--- src/acf_pkg.sv ---
// constants, types and helpers of the async character framer
// How it works
// - each frame opens with a start bit at low level.
// - each frame closes with a stop bit at high level, the idle level.
// - the receiver restarts its bit timing on every new start edge.
// - when enabled, one parity bit follows the last data bit, before the stop.
// - even parity bit is low when the data hold an even count of ones.
// - odd parity bit is low when the data hold an odd count of ones.
// - parity is even, odd or none; none sends and checks no parity bit.
// - a received parity bit that disagrees with the data raises a parity error.
// - data are seven or eight bits per character.
// - a whole character spans 9 to 12 bit periods.
// - line rates 300, 600, 1200, 2400, 4800, 9600 and 19200 bit/s.
// - one bit per symbol, so a bit period is one over the baud rate.
// - point-to-point mode uses separate receive and transmit lines, full duplex.
// - multidrop mode shares one pair both ways, up to 32 nodes and one master.
// - a local setting switches between point-to-point and multidrop.
// - standby keeps all outputs and alarms off but stays ready to resume.
package acf_pkg;
  localparam int CLK_HZ = 125_000_000;
  localparam int OVS = 16;
  localparam int ADDR_W = 8;
  // register byte offsets
  localparam logic [7:0] REG_CTRL = 8'h00;
  localparam logic [7:0] REG_STATUS = 8'h04;
  localparam logic [7:0] REG_MASK = 8'h08;
  localparam logic [7:0] REG_TXDATA = 8'h0C;
  localparam logic [7:0] REG_RXDATA = 8'h10;
  localparam logic [7:0] REG_LINE = 8'h14;
  localparam logic [8:0] CTRL_RST = 9'h015;
  localparam logic [4:0] MASK_RST = 5'h00;
  localparam logic [1:0] RESP_OKAY = 2'h0;
  localparam logic [1:0] RESP_SLVERR = 2'h2;

  typedef enum logic [1:0] {PAR_NONE = 2'h0, PAR_EVEN = 2'h1, PAR_ODD = 2'h2} acf_par_t;

  // control word: baud select in [2:0], parity [4:3], data8 [5], stop2 [6],
  // multidrop [7], standby [8]
  typedef struct packed {
    logic standby;
    logic multidrop;
    logic stop2;
    logic data8;
    acf_par_t parity;
    logic [2:0] baud;
  } acf_ctrl_t;

  // sticky event bits, tx_done in bit 0
  typedef struct packed {
    logic overrun;
    logic frame_err;
    logic par_err;
    logic rx_done;
    logic tx_done;
  } acf_evt_t;

  typedef enum logic [2:0] {
    FR_IDLE = 3'h0, FR_START = 3'h1, FR_DATA = 3'h3, FR_PAR = 3'h2, FR_STOP = 3'h6
  } acf_fr_t;

  function automatic int rate_bps(input logic [2:0] sel);
    case (sel)
      3'h0: rate_bps = 300;
      3'h1: rate_bps = 600;
      3'h2: rate_bps = 1200;
      3'h3: rate_bps = 2400;
      3'h4: rate_bps = 4800;
      3'h6: rate_bps = 19200;
      default: rate_bps = 9600;
    endcase
  endfunction

  // clock cycles per oversample tick: one bit lasts 1/bps seconds
  function automatic logic [19:0] tick_div(input int clk_hz, input int ovs, input logic [2:0] sel);
    int d;
    d = clk_hz / (rate_bps(sel) * ovs);
    if (d < 1) d = 1;
    tick_div = d[19:0];
  endfunction

  function automatic logic par_bit(input logic [7:0] d, input logic data8, input logic odd);
    par_bit = ^(data8 ? d : {1'b0, d[6:0]}) ^ odd;
  endfunction

  function automatic logic [31:0] strb_merge(input logic [31:0] old, input logic [31:0] nw,
                                             input logic [3:0] strb);
    for (int i = 0; i < 4; i++) begin
      strb_merge[i*8 +: 8] = strb[i] ? nw[i*8 +: 8] : old[i*8 +: 8];
    end
  endfunction
endpackage

--- src/acf_framer.sv ---
// async character framer with axi4-lite registers and two line modes
`timescale 1ns/1ps
module acf_framer #(
  parameter int CLK_HZ = acf_pkg::CLK_HZ,
  parameter int OVS = acf_pkg::OVS
) (
  // clock and reset
  input wire logic aclk,
  input wire logic aresetn,
  // axi4-lite write
  input wire logic [acf_pkg::ADDR_W-1:0] s_axi_awaddr,
  input wire logic s_axi_awvalid,
  output logic s_axi_awready,
  input wire logic [31:0] s_axi_wdata,
  input wire logic [3:0] s_axi_wstrb,
  input wire logic s_axi_wvalid,
  output logic s_axi_wready,
  output logic [1:0] s_axi_bresp,
  output logic s_axi_bvalid,
  input wire logic s_axi_bready,
  // axi4-lite read
  input wire logic [acf_pkg::ADDR_W-1:0] s_axi_araddr,
  input wire logic s_axi_arvalid,
  output logic s_axi_arready,
  output logic [31:0] s_axi_rdata,
  output logic [1:0] s_axi_rresp,
  output logic s_axi_rvalid,
  input wire logic s_axi_rready,
  // point-to-point lines
  input wire logic rxd,
  output logic txd,
  // multidrop shared pair
  input wire logic md_line_i,
  output logic md_line_o,
  output logic md_line_oe_n,
  // interrupt
  output logic irq
);
  localparam int SW = $clog2(OVS);
  localparam logic [SW-1:0] SUB_LAST = SW'(OVS - 1);
  localparam logic [SW-1:0] SUB_HALF = SW'(OVS / 2 - 1);

  acf_pkg::acf_ctrl_t ctrl_q;
  acf_pkg::acf_evt_t st_q, mask_q, evt;
  acf_pkg::acf_fr_t tx_st_q, rx_st_q;
  logic [19:0] div_q;
  logic [SW-1:0] tx_sub_q, rx_sub_q;
  logic [2:0] tx_cnt_q, rx_cnt_q;
  logic [7:0] tx_sh_q, tx_hold_q, rx_sh_q, rx_data_q;
  logic tx_line_q, tx_par_q, rx_par_q, rx_valid_q;
  logic [2:0] rxd_s_q, md_s_q;
  logic rxd_f_q, md_f_q;
  logic aw_have_q, w_have_q;
  logic [acf_pkg::ADDR_W-1:0] aw_addr_q;
  logic [31:0] w_data_q;
  logic [3:0] w_strb_q;
  logic txd_q, md_o_q, md_oe_n_q, irq_q;
  logic awready_q, wready_q, bvalid_q, arready_q, rvalid_q;
  logic [1:0] bresp_q, rresp_q;
  logic [31:0] rdata_q;

  // oversample tick, bit period is OVS ticks
  wire [19:0] div_lim = acf_pkg::tick_div(CLK_HZ, OVS, ctrl_q.baud);
  wire tick = (div_q >= div_lim - 20'h00001);

  always_ff @(posedge aclk) begin
    if (!aresetn || tick) begin
      div_q <= 20'h00000;
    end else begin
      div_q <= div_q + 20'h00001;
    end
  end

  // pin synchronisers: value moves once stages two and three agree
  always_ff @(posedge aclk) begin
    if (!aresetn) begin
      rxd_s_q <= 3'h7;
      md_s_q <= 3'h7;
      rxd_f_q <= 1'b1;
      md_f_q <= 1'b1;
    end else begin
      rxd_s_q <= {rxd_s_q[1:0], rxd};
      md_s_q <= {md_s_q[1:0], md_line_i};
      if (rxd_s_q[1] == rxd_s_q[2]) rxd_f_q <= rxd_s_q[2];
      if (md_s_q[1] == md_s_q[2]) md_f_q <= md_s_q[2];
    end
  end

  // receive source by line mode; own echo on the shared pair is masked
  wire tx_active = (tx_st_q != acf_pkg::FR_IDLE);
  wire md_drive = ctrl_q.multidrop && tx_active;
  wire rx_line = ctrl_q.multidrop ? (md_drive | md_f_q) : rxd_f_q;

  // bus decode
  wire wr_fire = aw_have_q && w_have_q && !bvalid_q;
  wire [7:0] wr_off = 8'(aw_addr_q);
  wire wr_ctrl = wr_fire && (wr_off == acf_pkg::REG_CTRL);
  wire wr_stat = wr_fire && (wr_off == acf_pkg::REG_STATUS);
  wire wr_mask = wr_fire && (wr_off == acf_pkg::REG_MASK);
  wire wr_tx = wr_fire && (wr_off == acf_pkg::REG_TXDATA);
  wire wr_hit = wr_ctrl || wr_stat || wr_mask || wr_tx;
  wire [31:0] wr_val = acf_pkg::strb_merge(32'h00000000, w_data_q, w_strb_q);
  wire [31:0] ctrl_new = acf_pkg::strb_merge({23'h000000, ctrl_q}, w_data_q, w_strb_q);
  wire [31:0] mask_new = acf_pkg::strb_merge({27'h0000000, mask_q}, w_data_q, w_strb_q);
  wire rd_fire = s_axi_arvalid && arready_q;
  wire [7:0] rd_off = 8'(s_axi_araddr);
  wire rd_rx = rd_fire && (rd_off == acf_pkg::REG_RXDATA);
  wire rd_hit = (rd_off == acf_pkg::REG_CTRL) || (rd_off == acf_pkg::REG_STATUS) ||
                (rd_off == acf_pkg::REG_MASK) || (rd_off == acf_pkg::REG_TXDATA) ||
                (rd_off == acf_pkg::REG_RXDATA) || (rd_off == acf_pkg::REG_LINE);
  wire rx_busy = (rx_st_q != acf_pkg::FR_IDLE);
  wire [31:0] rd_word =
    (rd_off == acf_pkg::REG_CTRL) ? {23'h000000, ctrl_q} :
    (rd_off == acf_pkg::REG_STATUS) ? {27'h0000000, st_q} :
    (rd_off == acf_pkg::REG_MASK) ? {27'h0000000, mask_q} :
    (rd_off == acf_pkg::REG_TXDATA) ? {24'h000000, tx_hold_q} :
    (rd_off == acf_pkg::REG_RXDATA) ? {24'h000000, rx_data_q} :
    (rd_off == acf_pkg::REG_LINE) ? {28'h0000000, md_drive, rx_valid_q, rx_busy, tx_active} :
    32'h00000000;

  // transmitter
  wire tx_go = wr_tx && !tx_active && !ctrl_q.standby;
  wire tx_bit_end = tick && (tx_sub_q == SUB_LAST);
  wire tx_last = (tx_cnt_q == (ctrl_q.data8 ? 3'h7 : 3'h6));
  wire tx_end = tx_bit_end && (tx_st_q == acf_pkg::FR_STOP) && !(ctrl_q.stop2 && tx_cnt_q == 3'h0);
  wire par_on = (ctrl_q.parity != acf_pkg::PAR_NONE);
  wire par_odd = (ctrl_q.parity == acf_pkg::PAR_ODD);

  always_ff @(posedge aclk) begin
    if (!aresetn || ctrl_q.standby) begin
      tx_st_q <= acf_pkg::FR_IDLE;
      tx_line_q <= 1'b1;
      tx_sub_q <= '0;
      tx_cnt_q <= 3'h0;
      tx_sh_q <= 8'h00;
      tx_par_q <= 1'b0;
    end else if (tx_go) begin
      tx_st_q <= acf_pkg::FR_START;
      tx_line_q <= 1'b0;
      tx_sub_q <= '0;
      tx_cnt_q <= 3'h0;
      tx_sh_q <= wr_val[7:0];
      tx_par_q <= acf_pkg::par_bit(wr_val[7:0], ctrl_q.data8, par_odd);
    end else if (tx_active && tick) begin
      tx_sub_q <= tx_sub_q + SW'(1);
      if (tx_bit_end) begin
        case (tx_st_q)
          acf_pkg::FR_START: begin
            tx_st_q <= acf_pkg::FR_DATA;
            tx_line_q <= tx_sh_q[0];
            tx_sh_q <= {1'b0, tx_sh_q[7:1]};
          end
          acf_pkg::FR_DATA: begin
            if (!tx_last) begin
              tx_line_q <= tx_sh_q[0];
              tx_sh_q <= {1'b0, tx_sh_q[7:1]};
              tx_cnt_q <= tx_cnt_q + 3'h1;
            end else if (par_on) begin
              tx_st_q <= acf_pkg::FR_PAR;
              tx_line_q <= tx_par_q;
            end else begin
              tx_st_q <= acf_pkg::FR_STOP;
              tx_line_q <= 1'b1;
              tx_cnt_q <= 3'h0;
            end
          end
          acf_pkg::FR_PAR: begin
            tx_st_q <= acf_pkg::FR_STOP;
            tx_line_q <= 1'b1;
            tx_cnt_q <= 3'h0;
          end
          acf_pkg::FR_STOP: begin
            if (tx_end) begin
              tx_st_q <= acf_pkg::FR_IDLE;
            end else begin
              tx_cnt_q <= 3'h1;
            end
          end
          default: tx_st_q <= acf_pkg::FR_IDLE;
        endcase
      end
    end
  end

  // receiver
  wire rx_bit_end = tick && (rx_sub_q == SUB_LAST);
  wire rx_last = (rx_cnt_q == (ctrl_q.data8 ? 3'h7 : 3'h6));
  wire rx_end = rx_bit_end && (rx_st_q == acf_pkg::FR_STOP);
  wire [7:0] rx_word = ctrl_q.data8 ? rx_sh_q : {1'b0, rx_sh_q[7:1]};

  always_ff @(posedge aclk) begin
    if (!aresetn) begin
      rx_st_q <= acf_pkg::FR_IDLE;
      rx_sub_q <= '0;
      rx_cnt_q <= 3'h0;
      rx_sh_q <= 8'h00;
      rx_par_q <= 1'b0;
    end else if (rx_st_q == acf_pkg::FR_IDLE) begin
      if (!rx_line) begin
        rx_st_q <= acf_pkg::FR_START;
        rx_sub_q <= '0;
      end
    end else if (tick) begin
      rx_sub_q <= rx_sub_q + SW'(1);
      case (rx_st_q)
        acf_pkg::FR_START: begin
          if (rx_sub_q == SUB_HALF) begin
            rx_st_q <= rx_line ? acf_pkg::FR_IDLE : acf_pkg::FR_DATA;
            rx_sub_q <= '0;
            rx_cnt_q <= 3'h0;
          end
        end
        acf_pkg::FR_DATA: begin
          if (rx_bit_end) begin
            rx_sh_q <= {rx_line, rx_sh_q[7:1]};
            rx_cnt_q <= rx_cnt_q + 3'h1;
            if (rx_last) rx_st_q <= par_on ? acf_pkg::FR_PAR : acf_pkg::FR_STOP;
          end
        end
        acf_pkg::FR_PAR: begin
          if (rx_bit_end) begin
            rx_par_q <= rx_line;
            rx_st_q <= acf_pkg::FR_STOP;
          end
        end
        acf_pkg::FR_STOP: begin
          if (rx_bit_end) rx_st_q <= acf_pkg::FR_IDLE;
        end
        default: rx_st_q <= acf_pkg::FR_IDLE;
      endcase
    end
  end

  // events; set beats a same-cycle clear
  wire par_err_ev = rx_end && par_on &&
                    (rx_par_q != acf_pkg::par_bit(rx_word, ctrl_q.data8, par_odd));
  assign evt = '{overrun: rx_end && rx_valid_q && !rd_rx,
                 frame_err: rx_end && !rx_line,
                 par_err: par_err_ev,
                 rx_done: rx_end,
                 tx_done: tx_end};
  wire [4:0] st_clr = wr_stat ? wr_val[4:0] : 5'h00;

  always_ff @(posedge aclk) begin
    if (!aresetn) begin
      ctrl_q <= acf_pkg::CTRL_RST;
      mask_q <= acf_pkg::MASK_RST;
      st_q <= '0;
      tx_hold_q <= 8'h00;
      rx_data_q <= 8'h00;
      rx_valid_q <= 1'b0;
    end else begin
      if (wr_ctrl) ctrl_q <= ctrl_new[8:0];
      if (wr_mask) mask_q <= mask_new[4:0];
      if (tx_go) tx_hold_q <= wr_val[7:0];
      st_q <= (st_q & ~st_clr) | evt;
      if (rx_end) rx_data_q <= rx_word;
      rx_valid_q <= rx_end || (rx_valid_q && !rd_rx);
    end
  end

  // registered pins and interrupt; standby silences all of them
  always_ff @(posedge aclk) begin
    if (!aresetn) begin
      txd_q <= 1'b1;
      md_o_q <= 1'b1;
      md_oe_n_q <= 1'b1;
      irq_q <= 1'b0;
    end else begin
      txd_q <= ctrl_q.standby || ctrl_q.multidrop || tx_line_q;
      md_o_q <= ctrl_q.standby || tx_line_q;
      md_oe_n_q <= ctrl_q.standby || !md_drive;
      irq_q <= !ctrl_q.standby && |(st_q & mask_q);
    end
  end

  // axi4-lite slave
  always_ff @(posedge aclk) begin
    if (!aresetn) begin
      aw_have_q <= 1'b0;
      w_have_q <= 1'b0;
      aw_addr_q <= '0;
      w_data_q <= 32'h00000000;
      w_strb_q <= 4'h0;
      awready_q <= 1'b1;
      wready_q <= 1'b1;
      bvalid_q <= 1'b0;
      bresp_q <= acf_pkg::RESP_OKAY;
    end else begin
      if (s_axi_awvalid && awready_q) begin
        aw_have_q <= 1'b1;
        aw_addr_q <= s_axi_awaddr;
        awready_q <= 1'b0;
      end
      if (s_axi_wvalid && wready_q) begin
        w_have_q <= 1'b1;
        w_data_q <= s_axi_wdata;
        w_strb_q <= s_axi_wstrb;
        wready_q <= 1'b0;
      end
      if (wr_fire) begin
        aw_have_q <= 1'b0;
        w_have_q <= 1'b0;
        bvalid_q <= 1'b1;
        bresp_q <= wr_hit ? acf_pkg::RESP_OKAY : acf_pkg::RESP_SLVERR;
      end else if (bvalid_q && s_axi_bready) begin
        bvalid_q <= 1'b0;
        awready_q <= 1'b1;
        wready_q <= 1'b1;
      end
    end
  end

  always_ff @(posedge aclk) begin
    if (!aresetn) begin
      arready_q <= 1'b1;
      rvalid_q <= 1'b0;
      rdata_q <= 32'h00000000;
      rresp_q <= acf_pkg::RESP_OKAY;
    end else if (rd_fire) begin
      arready_q <= 1'b0;
      rvalid_q <= 1'b1;
      rdata_q <= rd_word;
      rresp_q <= rd_hit ? acf_pkg::RESP_OKAY : acf_pkg::RESP_SLVERR;
    end else if (rvalid_q && s_axi_rready) begin
      rvalid_q <= 1'b0;
      arready_q <= 1'b1;
    end
  end

  assign s_axi_awready = awready_q;
  assign s_axi_wready = wready_q;
  assign s_axi_bvalid = bvalid_q;
  assign s_axi_bresp = bresp_q;
  assign s_axi_arready = arready_q;
  assign s_axi_rvalid = rvalid_q;
  assign s_axi_rdata = rdata_q;
  assign s_axi_rresp = rresp_q;
  assign txd = txd_q;
  assign md_line_o = md_o_q;
  assign md_line_oe_n = md_oe_n_q;
  assign irq = irq_q;
endmodule // acf_framer

--- config.mk ---
export PLATFORM = sky130hd
export DESIGN_NAME = acf_framer
export DESIGN_NICKNAME = d
export VERILOG_FILES = /design/src/acf_pkg.sv /design/src/acf_framer.sv
export SDC_FILE = /design/constraint.sdc
export NUM_CORES = 1
export LEC_CHECK = 0
export BUFFER_PORTS_ARGS = -buffer_cell sky130_fd_sc_hd__buf_2
export CORE_UTILIZATION = 35
export CTS_BUF_LIST = sky130_fd_sc_hd__clkbuf_4
export CTS_CLUSTER_DIAMETER = 150
export DETAILED_ROUTE_END_ITERATION = 12
export PLACE_DENSITY_LB_ADDON = 0.2
export RECOVER_POWER = 100
export SLEW_MARGIN = 15
export SYNTH_ARGS = -nofsm -noshare
export SYNTH_HDL_FRONTEND = slang
export SYNTH_SLANG_ARGS = --single-unit
--- constraint.sdc ---
create_clock -name aclk -period 78.1 [get_ports aclk]
set_input_delay 0 -clock aclk [delete_from_list [all_inputs] [get_ports aclk]]
set_output_delay 0 -clock aclk [all_outputs]
set_load 0.05 [all_outputs]
## Word level (Yosys, flattened, before mapping)

Index checks and enable logic that the tools add are counted.

- Add/sub/neg operators: 6
- Divide/modulo/power cells: 1
- Order comparisons: 2
- Eq/ne operators: 45
- Mux-type cells: 69
- Bitwise gates (word level): 9
- Reductions and logical operators: 87

Operators with widths:

| cell | number |
|---|---|
| $mux W8 | 12 |
| $pmux W15 S6 | 1 |
| $mux W3 | 16 |
| $div A28 B32 Y32 const A | 1 |
| $eq A8 B4 Y1 const B | 4 |
| $lt A32 B2 Y1 const B | 1 |
| $logic_and A1 B1 Y1 | 29 |
| $mux W4 | 6 |
| $ne A3 B3 Y1 const B | 8 |
| $pmux W3 S4 | 2 |
| $mux W1 | 22 |
| $add A20 B1 Y20 const B | 1 |
| $ge A20 B20 Y1 | 1 |
| $mux W20 | 1 |
| $reduce_and A4 Y1 | 5 |
| $sub A20 B1 Y20 const B | 1 |
| $eq A3 B2 Y1 const B | 6 |
| $eq A8 B3 Y1 const B | 2 |
| $eq A8 B5 Y1 const B | 2 |
| $logic_not A8 Y1 | 2 |
| $pmux W8 S2 | 1 |
| $reduce_xor A8 Y1 | 2 |
| $logic_or A1 B1 Y1 | 15 |
| $reduce_bool A2 Y1 | 7 |
| 34 further kinds | 71 |

- Register bits: 169
- Output and inout bits: 45
- Logic and storage cells: 272

## Depth between registers and ports, before layout

Gate-level depths: netlist of the first run.

- Depth after elaboration: 15
- Depth in mapped cells: 256
- Gate-level depth less buffers: 235

## Worst setup path before layout of the first run

Ideal clock, no wire load.

- Path kind: flip-flop to flip-flop
- Start point: register ctrl_q[2] in the netlist's numbering
- End point: register rx_sub_q[2]
- Library setup time: 120 ps
- Data arrival time: 45192 ps
- Data required time: 77980 ps
- Setup slack: 32788 ps
- Stages on the path, launching flop included: 242
- Period minus slack after synthesis: 45312 ps
- Path through: dfxtp_1 -> buf_2 -> buf_1 -> clkbuf_1 -> clkbuf_1 -> xnor2_1 -> o21ai_0 -> ha_1 -> o21a_1 -> o21ai_1 -> a21oi_1 -> and2_1 -> ha_1 -> clkbuf_1 -> nand3_1 -> a211oi_1 -> a21o_1 -> clkbuf_1 -> (+206 left out) -> nor4_2 -> nand4_1 -> xnor2_1 -> ha_1 -> nor2b_1 -> o21ai_0 -> nand2b_1 -> a21oi_1 -> nor2b_1 -> o21ai_0 -> nand2b_1 -> a21oi_1 -> nor2_1 -> nor2_1 -> clkbuf_1 -> nand2_1 -> and4b_1 -> o31a_1

- Word-level cells in the longest chain between the ends: 9

RTL lines:

| what | line | source |
|---|---|---|
| start, declared | acf_framer.sv:43 | `acf_pkg::acf_ctrl_t ctrl_q;` |
| start signal, assigned | acf_framer.sv:246 | `ctrl_q <= acf_pkg::CTRL_RST;` |
| start signal, assigned | acf_framer.sv:253 | `if (wr_ctrl) ctrl_q <= ctrl_new[8:0];` |
| $eq A3 B3 Y1, or another cell as far along | acf_pkg.sv:62 | `case (sel)` |
| $pmux W15 S6 (*) | acf_pkg.sv:62 |  |
| $div A28 B32 Y32 (*) | acf_pkg.sv:76 | `d = clk_hz / (rate_bps(sel) * ovs);` |
| $lt A32 B2 Y1 | acf_pkg.sv:77 | `if (d < 1) d = 1;` |
| $mux W20 (*) | acf_pkg.sv:77 |  |
| $sub A20 B1 Y20 (*) | acf_framer.sv:64 | `wire tick = (div_q >= div_lim - 20'h00001);` |
| $ge A20 B20 Y1 (*) | acf_framer.sv:64 |  |
| $reduce_bool A2 Y1 (no line) (*) | - |  |
| $reduce_and A2 Y1 (no line) (*) | - |  |
| end signal, assigned | acf_framer.sv:204 | `rx_sub_q <= rx_sub_q + SW'(1);` |
| end, declared | acf_framer.sv:47 | `logic [SW-1:0] tx_sub_q, rx_sub_q;` |

Mark *: on every way between the ends. The rest lies on a longest branch, timed or not.
A chain may end at the register's enable or synchronous reset.

## Worst setup path after layout of the first run

- Start point: register ctrl_q[1] in the netlist's numbering
- End point: register div_q[6]

- Word-level cells in the longest chain between the ends: 8

RTL lines:

| what | line | source |
|---|---|---|
| $eq A3 B3 Y1, or another cell as far along | acf_pkg.sv:62 |  |
| $pmux W15 S6 (*) | acf_pkg.sv:62 |  |
| $div A28 B32 Y32 (*) | acf_pkg.sv:76 |  |
| $lt A32 B2 Y1 | acf_pkg.sv:77 |  |
| $mux W20 (*) | acf_pkg.sv:77 |  |
| $sub A20 B1 Y20 (*) | acf_framer.sv:64 |  |
| $ge A20 B20 Y1 (*) | acf_framer.sv:64 |  |
| $logic_or A1 B1 Y1 (*) | acf_framer.sv:67 | `if (!aresetn \|\| tick) begin` |
| end signal, assigned | acf_framer.sv:70 | `div_q <= div_q + 20'h00001;` |
| end, declared | acf_framer.sv:46 | `logic [19:0] div_q;` |

Marked as above.

==> impl_metrics.json, run 1 <==
{
  "wl_met2_mm": 31.1,
  "fmax_ghz": 0.0164,
  "synth_edf_count": 0,
  "die_w_microns": 243,
  "yosysSeqAreaShare": 0.142,
  "p_per_area_nw_per_um2": 34.9,
  "min_to": "s_axi_rdata[8]$_SDFFE_PN0P_",
  "final_core_util": 0.383,
  "peakVddDrop_uv": 32.2,
  "grt_pass1_wl_mm": 108,
  "numPortBuffers": 55,
  "vias": 21100,
  "cts-buffers-inserted": 17,
  "drt_iter0_drc": 1536,
  "cts.path.max_buffers": 2,
  "synth_cell_types": 107,
  "synth_cells": 2801,
  "r2r_end": "div_q[6]$_SDFF_PP0_",
  "yosys_register_bits": 144,
  "worstHoldPathCells": 4,
  "yosysMostFrequentCell": "nor2_1",
  "run_status": "complete, but fails checks",
  "clkTransAtPathRegs_ns": 0.11,
  "clock_skew_ns": 0.0303,
  "crit_slowest_cell": "o2111ai_1",
  "p_total_w": 0.000763,
  "endpoint_kind": "flip-flop",
  "setup_viol": 0,
  "cts_root_buf": "clkbuf_4",
  "ys_top_cells_by_count": "nor2_1 (283), a21oi_1 (280), nand2_1 (246)",
  "cap_viol_max_count": 4,
  "syn_area_sq_um": 20300,
  "ctsHoldBuffers": 42,
  "synth_area_leaders": "dfxtp_1 (14%), ha_1 (12%), a21oi_1 (6.9%)",
  "drtPass1Iterations": 6,
  "antenna_left": 0,
  "start_util": 0.357,
  "period_share": 0.780,
  "nets": 3105,
  "violations": "capacitance limit, slew limit",
  "wl_per_cell_microns": 19.0,
  "p_leak_nw": 8.77,
  "cp.arrival_ns": 61.40,
  "synth-main-ff-cell": "dfxtp_1",
  "worst-r2r-cell-count": 230,
  "drt_wl_total_mm": 68.6,
  "hold_viol_final": 0,
  "setup_tns_ns": 0,
  "drive_above_1_share": 0.0656,
  "dp_hpwl_mm": 52.2,
  "synth_top_area_frac": 0.142,
  "r2r_setup_slack_ns": 17.19,
  "max_stage_delay_ns": 1.30,
  "crit_required_ns": 78.60,
  "highest_layer": "met4",
  "synth_top_area_cell": "dfxtp_1",
  "grt_setup_unrepaired": "no",
  "area_delta_synth_final_pct": 7.37,
  "clkSinkCount": 144,
  "io_pins": 106,
  "die_y_microns": 243,
  "crit_type": "flip-flop to flip-flop",
  "start_kind": "flip-flop",
  "cts_resized": 0,
  "drt-met1-wl_mm": 33.0,
  "fin_crit_ns": 60.91,
  "final_max_slew_viol_count": 122,
  "timing.rr.start": "ctrl_q[1]$_SDFFE_PN0P_",
  "cts_tree": "done",
  "gp_congestion": 0.878,
  "worstHoldStart": "s_axi_araddr[2]",
  "die_area_sq_um": 59000,
  "drc_errors": 0,
  "worstPathMaxFanout": 31,
  "postCtsSetupBuffers": 0,
  "wl_met3_mm": 3.42,
  "syn_avg_cell_area_sq_um": 7.26,
  "worstSkewPairLatency_ns": 0.59,
  "rows": 87,
  "antenna_found_initial": 0,
  "grt_overflow": 0,
  "ys_async_sr_fraction": 0,
  "grt_max_degree": 52,
  "coreArea_sq_um": 56900,
  "tightest_slew_ns": 2.20,
  "track_usage": 0.224,
  "grt_pass1_vias": 20000,
  "via_per_inst": 5.86,
  "cts_max_level": 4,
  "worstHoldPathType": "input pin to flip-flop",
  "relSlewSlack": -0.469,
  "cpMostUsedCell": "a21oi_1",
  "yosys_warnings": 0
}
## metrics by stage
stage               cells  setup slack (ns)  cell area [sq um]  hold WS [ns]
global route         3608             12.35              21800         0.140
global placement     3536             25.07              21300         0.182
CTS                  3608             24.69              22000        0.0533
floorplan            2833             32.79              20400         0.100
detailed placement   3536             24.85              21300         0.190
finish               3609             17.19              21800         0.118
## kinds of logic (layout without fill, tap and decap cells)
| kind of cell | count (synthesis) | in the layout | share of synthesized area |
|---|---|---|---|
| DFF | 144 | 144 | 0.142 |
| xor gates and xnor gates | 163 | 163 | 0.0702 |
| buffers and inverters | 214 | 233 | 0.0462 |
| adders and majority gates | 203 | 203 | 0.125 |
| AOI/OAI and AO/OA | 933 | 933 | 0.305 |
| other | 2 | 35 | 0.000369 |
| and+or+nand+nor | 1040 | 1040 | 0.256 |
| muxes | 102 | 102 | 0.0558 |
## registers in the layout, summed over array words and instances, names as in the netlist, 4 cells and up
signal	flops
tx_sub_q	4
st_q	5
ctrl_q	9
s_axi_rdata	9
w_data_q	9
rx_sh_q	8
div_q	20
aw_addr_q	8
tx_hold_q	8
rx_sub_q	4
mask_q	5
tx_sh_q	8
rx_data_q	8
## placed cells by master (no fill, tap or decap), types with 28 or more instances in the layout
master / netlist / final
mux2_2: 34 / 32
buf_4: 29 / 28
buf_2: 21 / 34
o21ai_0: 169 / 173
nor3_1: 69 / 71
o21a_1: 53 / 53
clkbuf_1: 84 / 31
nand2b_1: 68 / 68
nand2_1: 246 / 247
inv_1: 64 / 64
nand4_1: 34 / 34
and2_1: 36 / 32
nor2b_1: 54 / 54
dfxtp_1: 144 / 144
ha_1: 203 / 203
nand3_1: 69 / 70
a21o_1: 103 / 103
a211oi_1: 49 / 50
dlygate4sd3_1: 0 / 42
mux2i_1: 61 / 62
xor2_1: 51 / 51
nor2_1: 283 / 283
and3_1: 34 / 34
xnor2_1: 112 / 112
a21oi_1: 280 / 277
conb_1: 2 / 34
## worst max-delay path by stage
| stage | startpoint | endpoint | slack [ns] |
|---|---|---|---|
| global route | ctrl_q[1]$_SDFFE_PN0P_ | div_q[9]$_SDFF_PP0_ | 12.35 |
| finish | ctrl_q[1]$_SDFFE_PN0P_ | div_q[6]$_SDFF_PP0_ | 17.19 |
| floorplan | ctrl_q[2]$_SDFFE_PN1P_ | rx_sub_q[2]$_SDFFE_PN0P_ | 32.79 |
| global placement | ctrl_q[1]$_SDFFE_PN0P_ | div_q[9]$_SDFF_PP0_ | 25.07 |
| detailed placement | ctrl_q[1]$_SDFFE_PN0P_ | div_q[9]$_SDFF_PP0_ | 24.85 |
| CTS | ctrl_q[1]$_SDFFE_PN0P_ | div_q[9]$_SDFF_PP0_ | 24.69 |
## routing by layer
layer,up-vias,global-route usage
li1,10400,-
met1,9997,0.315
met2,617,0.372
met3,81,0.0170
met4,0,0.0472
met5,-,0
## cell type report
cell class / instances / area [sq um]
Timing Repair Buffer: 135 / 917
Multi-Input combinational cell: 2475 / 16500
Clock inverter: 13 / 148
Inverter: 68 / 255
Antenna cell: 1 / 2.50
Sequential cell: 144 / 2880
Fill cell: 6017 / 35100
Clock buffer: 17 / 128
Tap cell: 756 / 946
## critical path, delay by kind of cell, from the launching register on
family,cells,cell delay [ns]
AO/OA/AOI/OAI,117,27.85
adder cells (fa/ha/maj),20,6.90
XOR/XNOR,3,0.86
flip-flops,1,0.83
buffers and inverters,13,5.85
multiplexers,5,1.91
AND/OR/NAND/NOR,72,16.54
## power breakdown
group          leakage [nW]  total (W)  internal [W]  switching, W
Sequential             1.17  0.0000762     0.0000748    0.00000142
Clock                 0.133  0.0000481     0.0000213     0.0000269
Combinational          7.47   0.000638      0.000240      0.000399
Total                  8.77   0.000763      0.000336      0.000427
(Power assumes the default switching activity.)
==> run 2, diff against run 1 <==
clock period = 54.4 ns   (was 78.1 ns; I/O delays follow)
==> run 2 against run 1 <==
  * The run still ends with capacitance limit, slew limit left
  * Clock skew shrank 0.0086 ns
  * Critical path depth is 5 higher
  * First-iteration DRC count down 2.7%
==> impl_metrics.json, run 2 (same netlist as run 1, synthesis figures left out) <==
{
  "final_cell_mix": "nor2_1 (282), a21oi_1 (276), nand2_1 (245), ha_1 (203), o21ai_0 (169)",
  "nets": 3121,
  "grt_pass1_wl_mm": 109,
  "cts.path.max_buffers": 2,
  "cp-startpoint": "ctrl_q[2]$_SDFFE_PN1P_",
  "final_max_slew_viol_count": 87,
  "worst_hold_slack_ns": 0.115,
  "cts_root_buf": "clkbuf_4",
  "run_status": "complete, but fails checks",
  "grt_pass1_vias": 20300,
  "period_share": 0.919,
  "max_stage_delay_ns": 0.77,
  "final_area_sq_um": 22100,
  "worst-path-buf-inv": 15,
  "crit_required_ns": 54.92,
  "cts-buffers-inserted": 17,
  "peakVddDrop_uv": 41.0,
  "cpMostUsedCell": "a21oi_1",
  "cts_max_level": 4,
  "die_area_sq_um": 59000,
  "gp_congestion": 0.889,
  "clkSinkCount": 144,
  "crit_type": "flip-flop to flip-flop",
  "antenna_found_initial": 0,
  "io_pins": 106,
  "via_per_inst": 5.81,
  "area_delta_synth_final_pct": 8.91,
  "clock_skew_ns": 0.0217,
  "regMostFlops": "div_q",
  "largest_reg_flops": 20,
  "crit_slowest_cell": "a21oi_1",
  "diodes": 0,
  "rows": 87,
  "violations": "capacitance limit, slew limit",
  "final_core_util": 0.389,
  "instances_no_fill": 3625,
  "drtPass1Iterations": 5,
  "die_y_microns": 243,
  "worstHoldStart": "s_axi_araddr[2]",
  "clkTransAtPathRegs_ns": 0.12,
  "worstPathMaxFanout": 31,
  "drt_iter0_drc": 1495,
  "p_leak_nw": 8.94,
  "final_common_cell": "nor2_1",
  "dpl_cell_area_sq_um": 21400,
  "drc_errors": 0,
  "cap_viol_max_count": 2,
  "cp_top_family": "compound AO/OA/AOI/OAI gates",
  "track_usage": 0.226,
  "setup_viol": 0,
  "relSlewSlack": -0.519,
  "start_kind": "flip-flop",
  "coreArea_sq_um": 56900,
  "endpoint_kind": "flip-flop",
  "start_util": 0.357,
  "vias": 21100,
  "p_per_area_nw_per_um2": 50.4,
  "timing.rr.start": "ctrl_q[2]$_SDFFE_PN1P_",
  "num-fill-cells": 5999,
  "wl_per_cell_microns": 18.9,
  "numPortBuffers": 55,
  "cp.arrival_ns": 50.48,
  "dp_hpwl_mm": 52.6,
  "worstHoldPathType": "input pin to flip-flop",
  "fmax_ghz": 0.0200,
  "antenna_left": 0,
  "pre_cts_ws_ns": 2.41,
  "placedCellCount": 3544,
  "grt_overflow": 0,
  "cts_tree": "done",
  "tightest_slew_ns": 2.28,
  "grt_max_degree": 52,
  "die_w_microns": 243,
  "fin_crit_ns": 49.97,
  "drive_above_1_share": 0.0833,
  "drt_wl_total_mm": 68.4,
  "worstSkewPairLatency_ns": 0.60,
  "hold_viol_final": 0,
  "fin_ws_ns": 4.43
}
==> run 2: cell count changes in the layout (fill, tap and decap cells not counted), sizes merged <==
cell    before  now
clkinv       9    6
clkbuf      48   43
inv         65   67
diode        1    0
buf         62   85
==> run 2: repair_timing <==
| action | CTS | global route |
|---|---|---|
| hold buffers | 42 | 0 |
| endpoints found under the setup margin | 0 | 69 |
| buffers inserted | 0 | 8 |
| endpoints found under the hold margin | 51 | 0 |
| resized for setup | 0 | 13 |
==> run 2: path summary, 6_finish.rpt <==
| path | to | slack (ns) | depth (start not counted) |
|---|---|---|---|
| worst max-delay path | div_q[5]$_SDFF_PP0_ | 4.43 | 235 |
| worst max register to register | div_q[5]$_SDFF_PP0_ | 4.43 | 235 |
| worst min register to register | rxd_s_q[1]$_SDFF_PN1_ | 0.42 | 1 |
| worst min-delay path | s_axi_rdata[8]$_SDFFE_PN0P_ | 0.11 | 4 |
==> run 2: final cells by class <==
type,count,area [sq um],area share
clock buffer,19,143,0.00644
clock inverter,12,143,0.00644
inverter,68,259,0.0117
multi-input combinational,2475,16700,0.754
sequential,144,2880,0.130
tap,756,946,0.0427
timing repair buffer,151,1060,0.0480
==> run 2: report_power, final <==
part	leakage, nW	internal [W]	switching [W]
sequential	1.17	0.000107	0.00000207
clock	0.147	0.0000321	0.0000394
combinational	7.63	0.000353	0.000583
total	8.94	0.000492	0.000624
==> run 2: layer usage <==
layer  up-vias  global-route usage  part of all wire
met5         -                   0                 0
met4         0              0.0655             0.022
met3       101              0.0192             0.049
met2       574               0.369              0.45
met1      9941               0.315              0.48
li1      10500                   -                 -
==> run 2: through the flow <==
stage               setup TNS, ns  total power [W]
floorplan                       0         0.000825
global placement                0          0.00101
detailed placement              0          0.00102
CTS                             0          0.00110
global route             -0.00145          0.00121
finish                          0          0.00112
==> run 2: worst min-delay path, delay by kind of cell <==
family	cells	cell delay [ns]
buffers and inverters	1	0.25
AND/OR/NAND/NOR	2	0.34
AO/OA/AOI/OAI	1	0.07
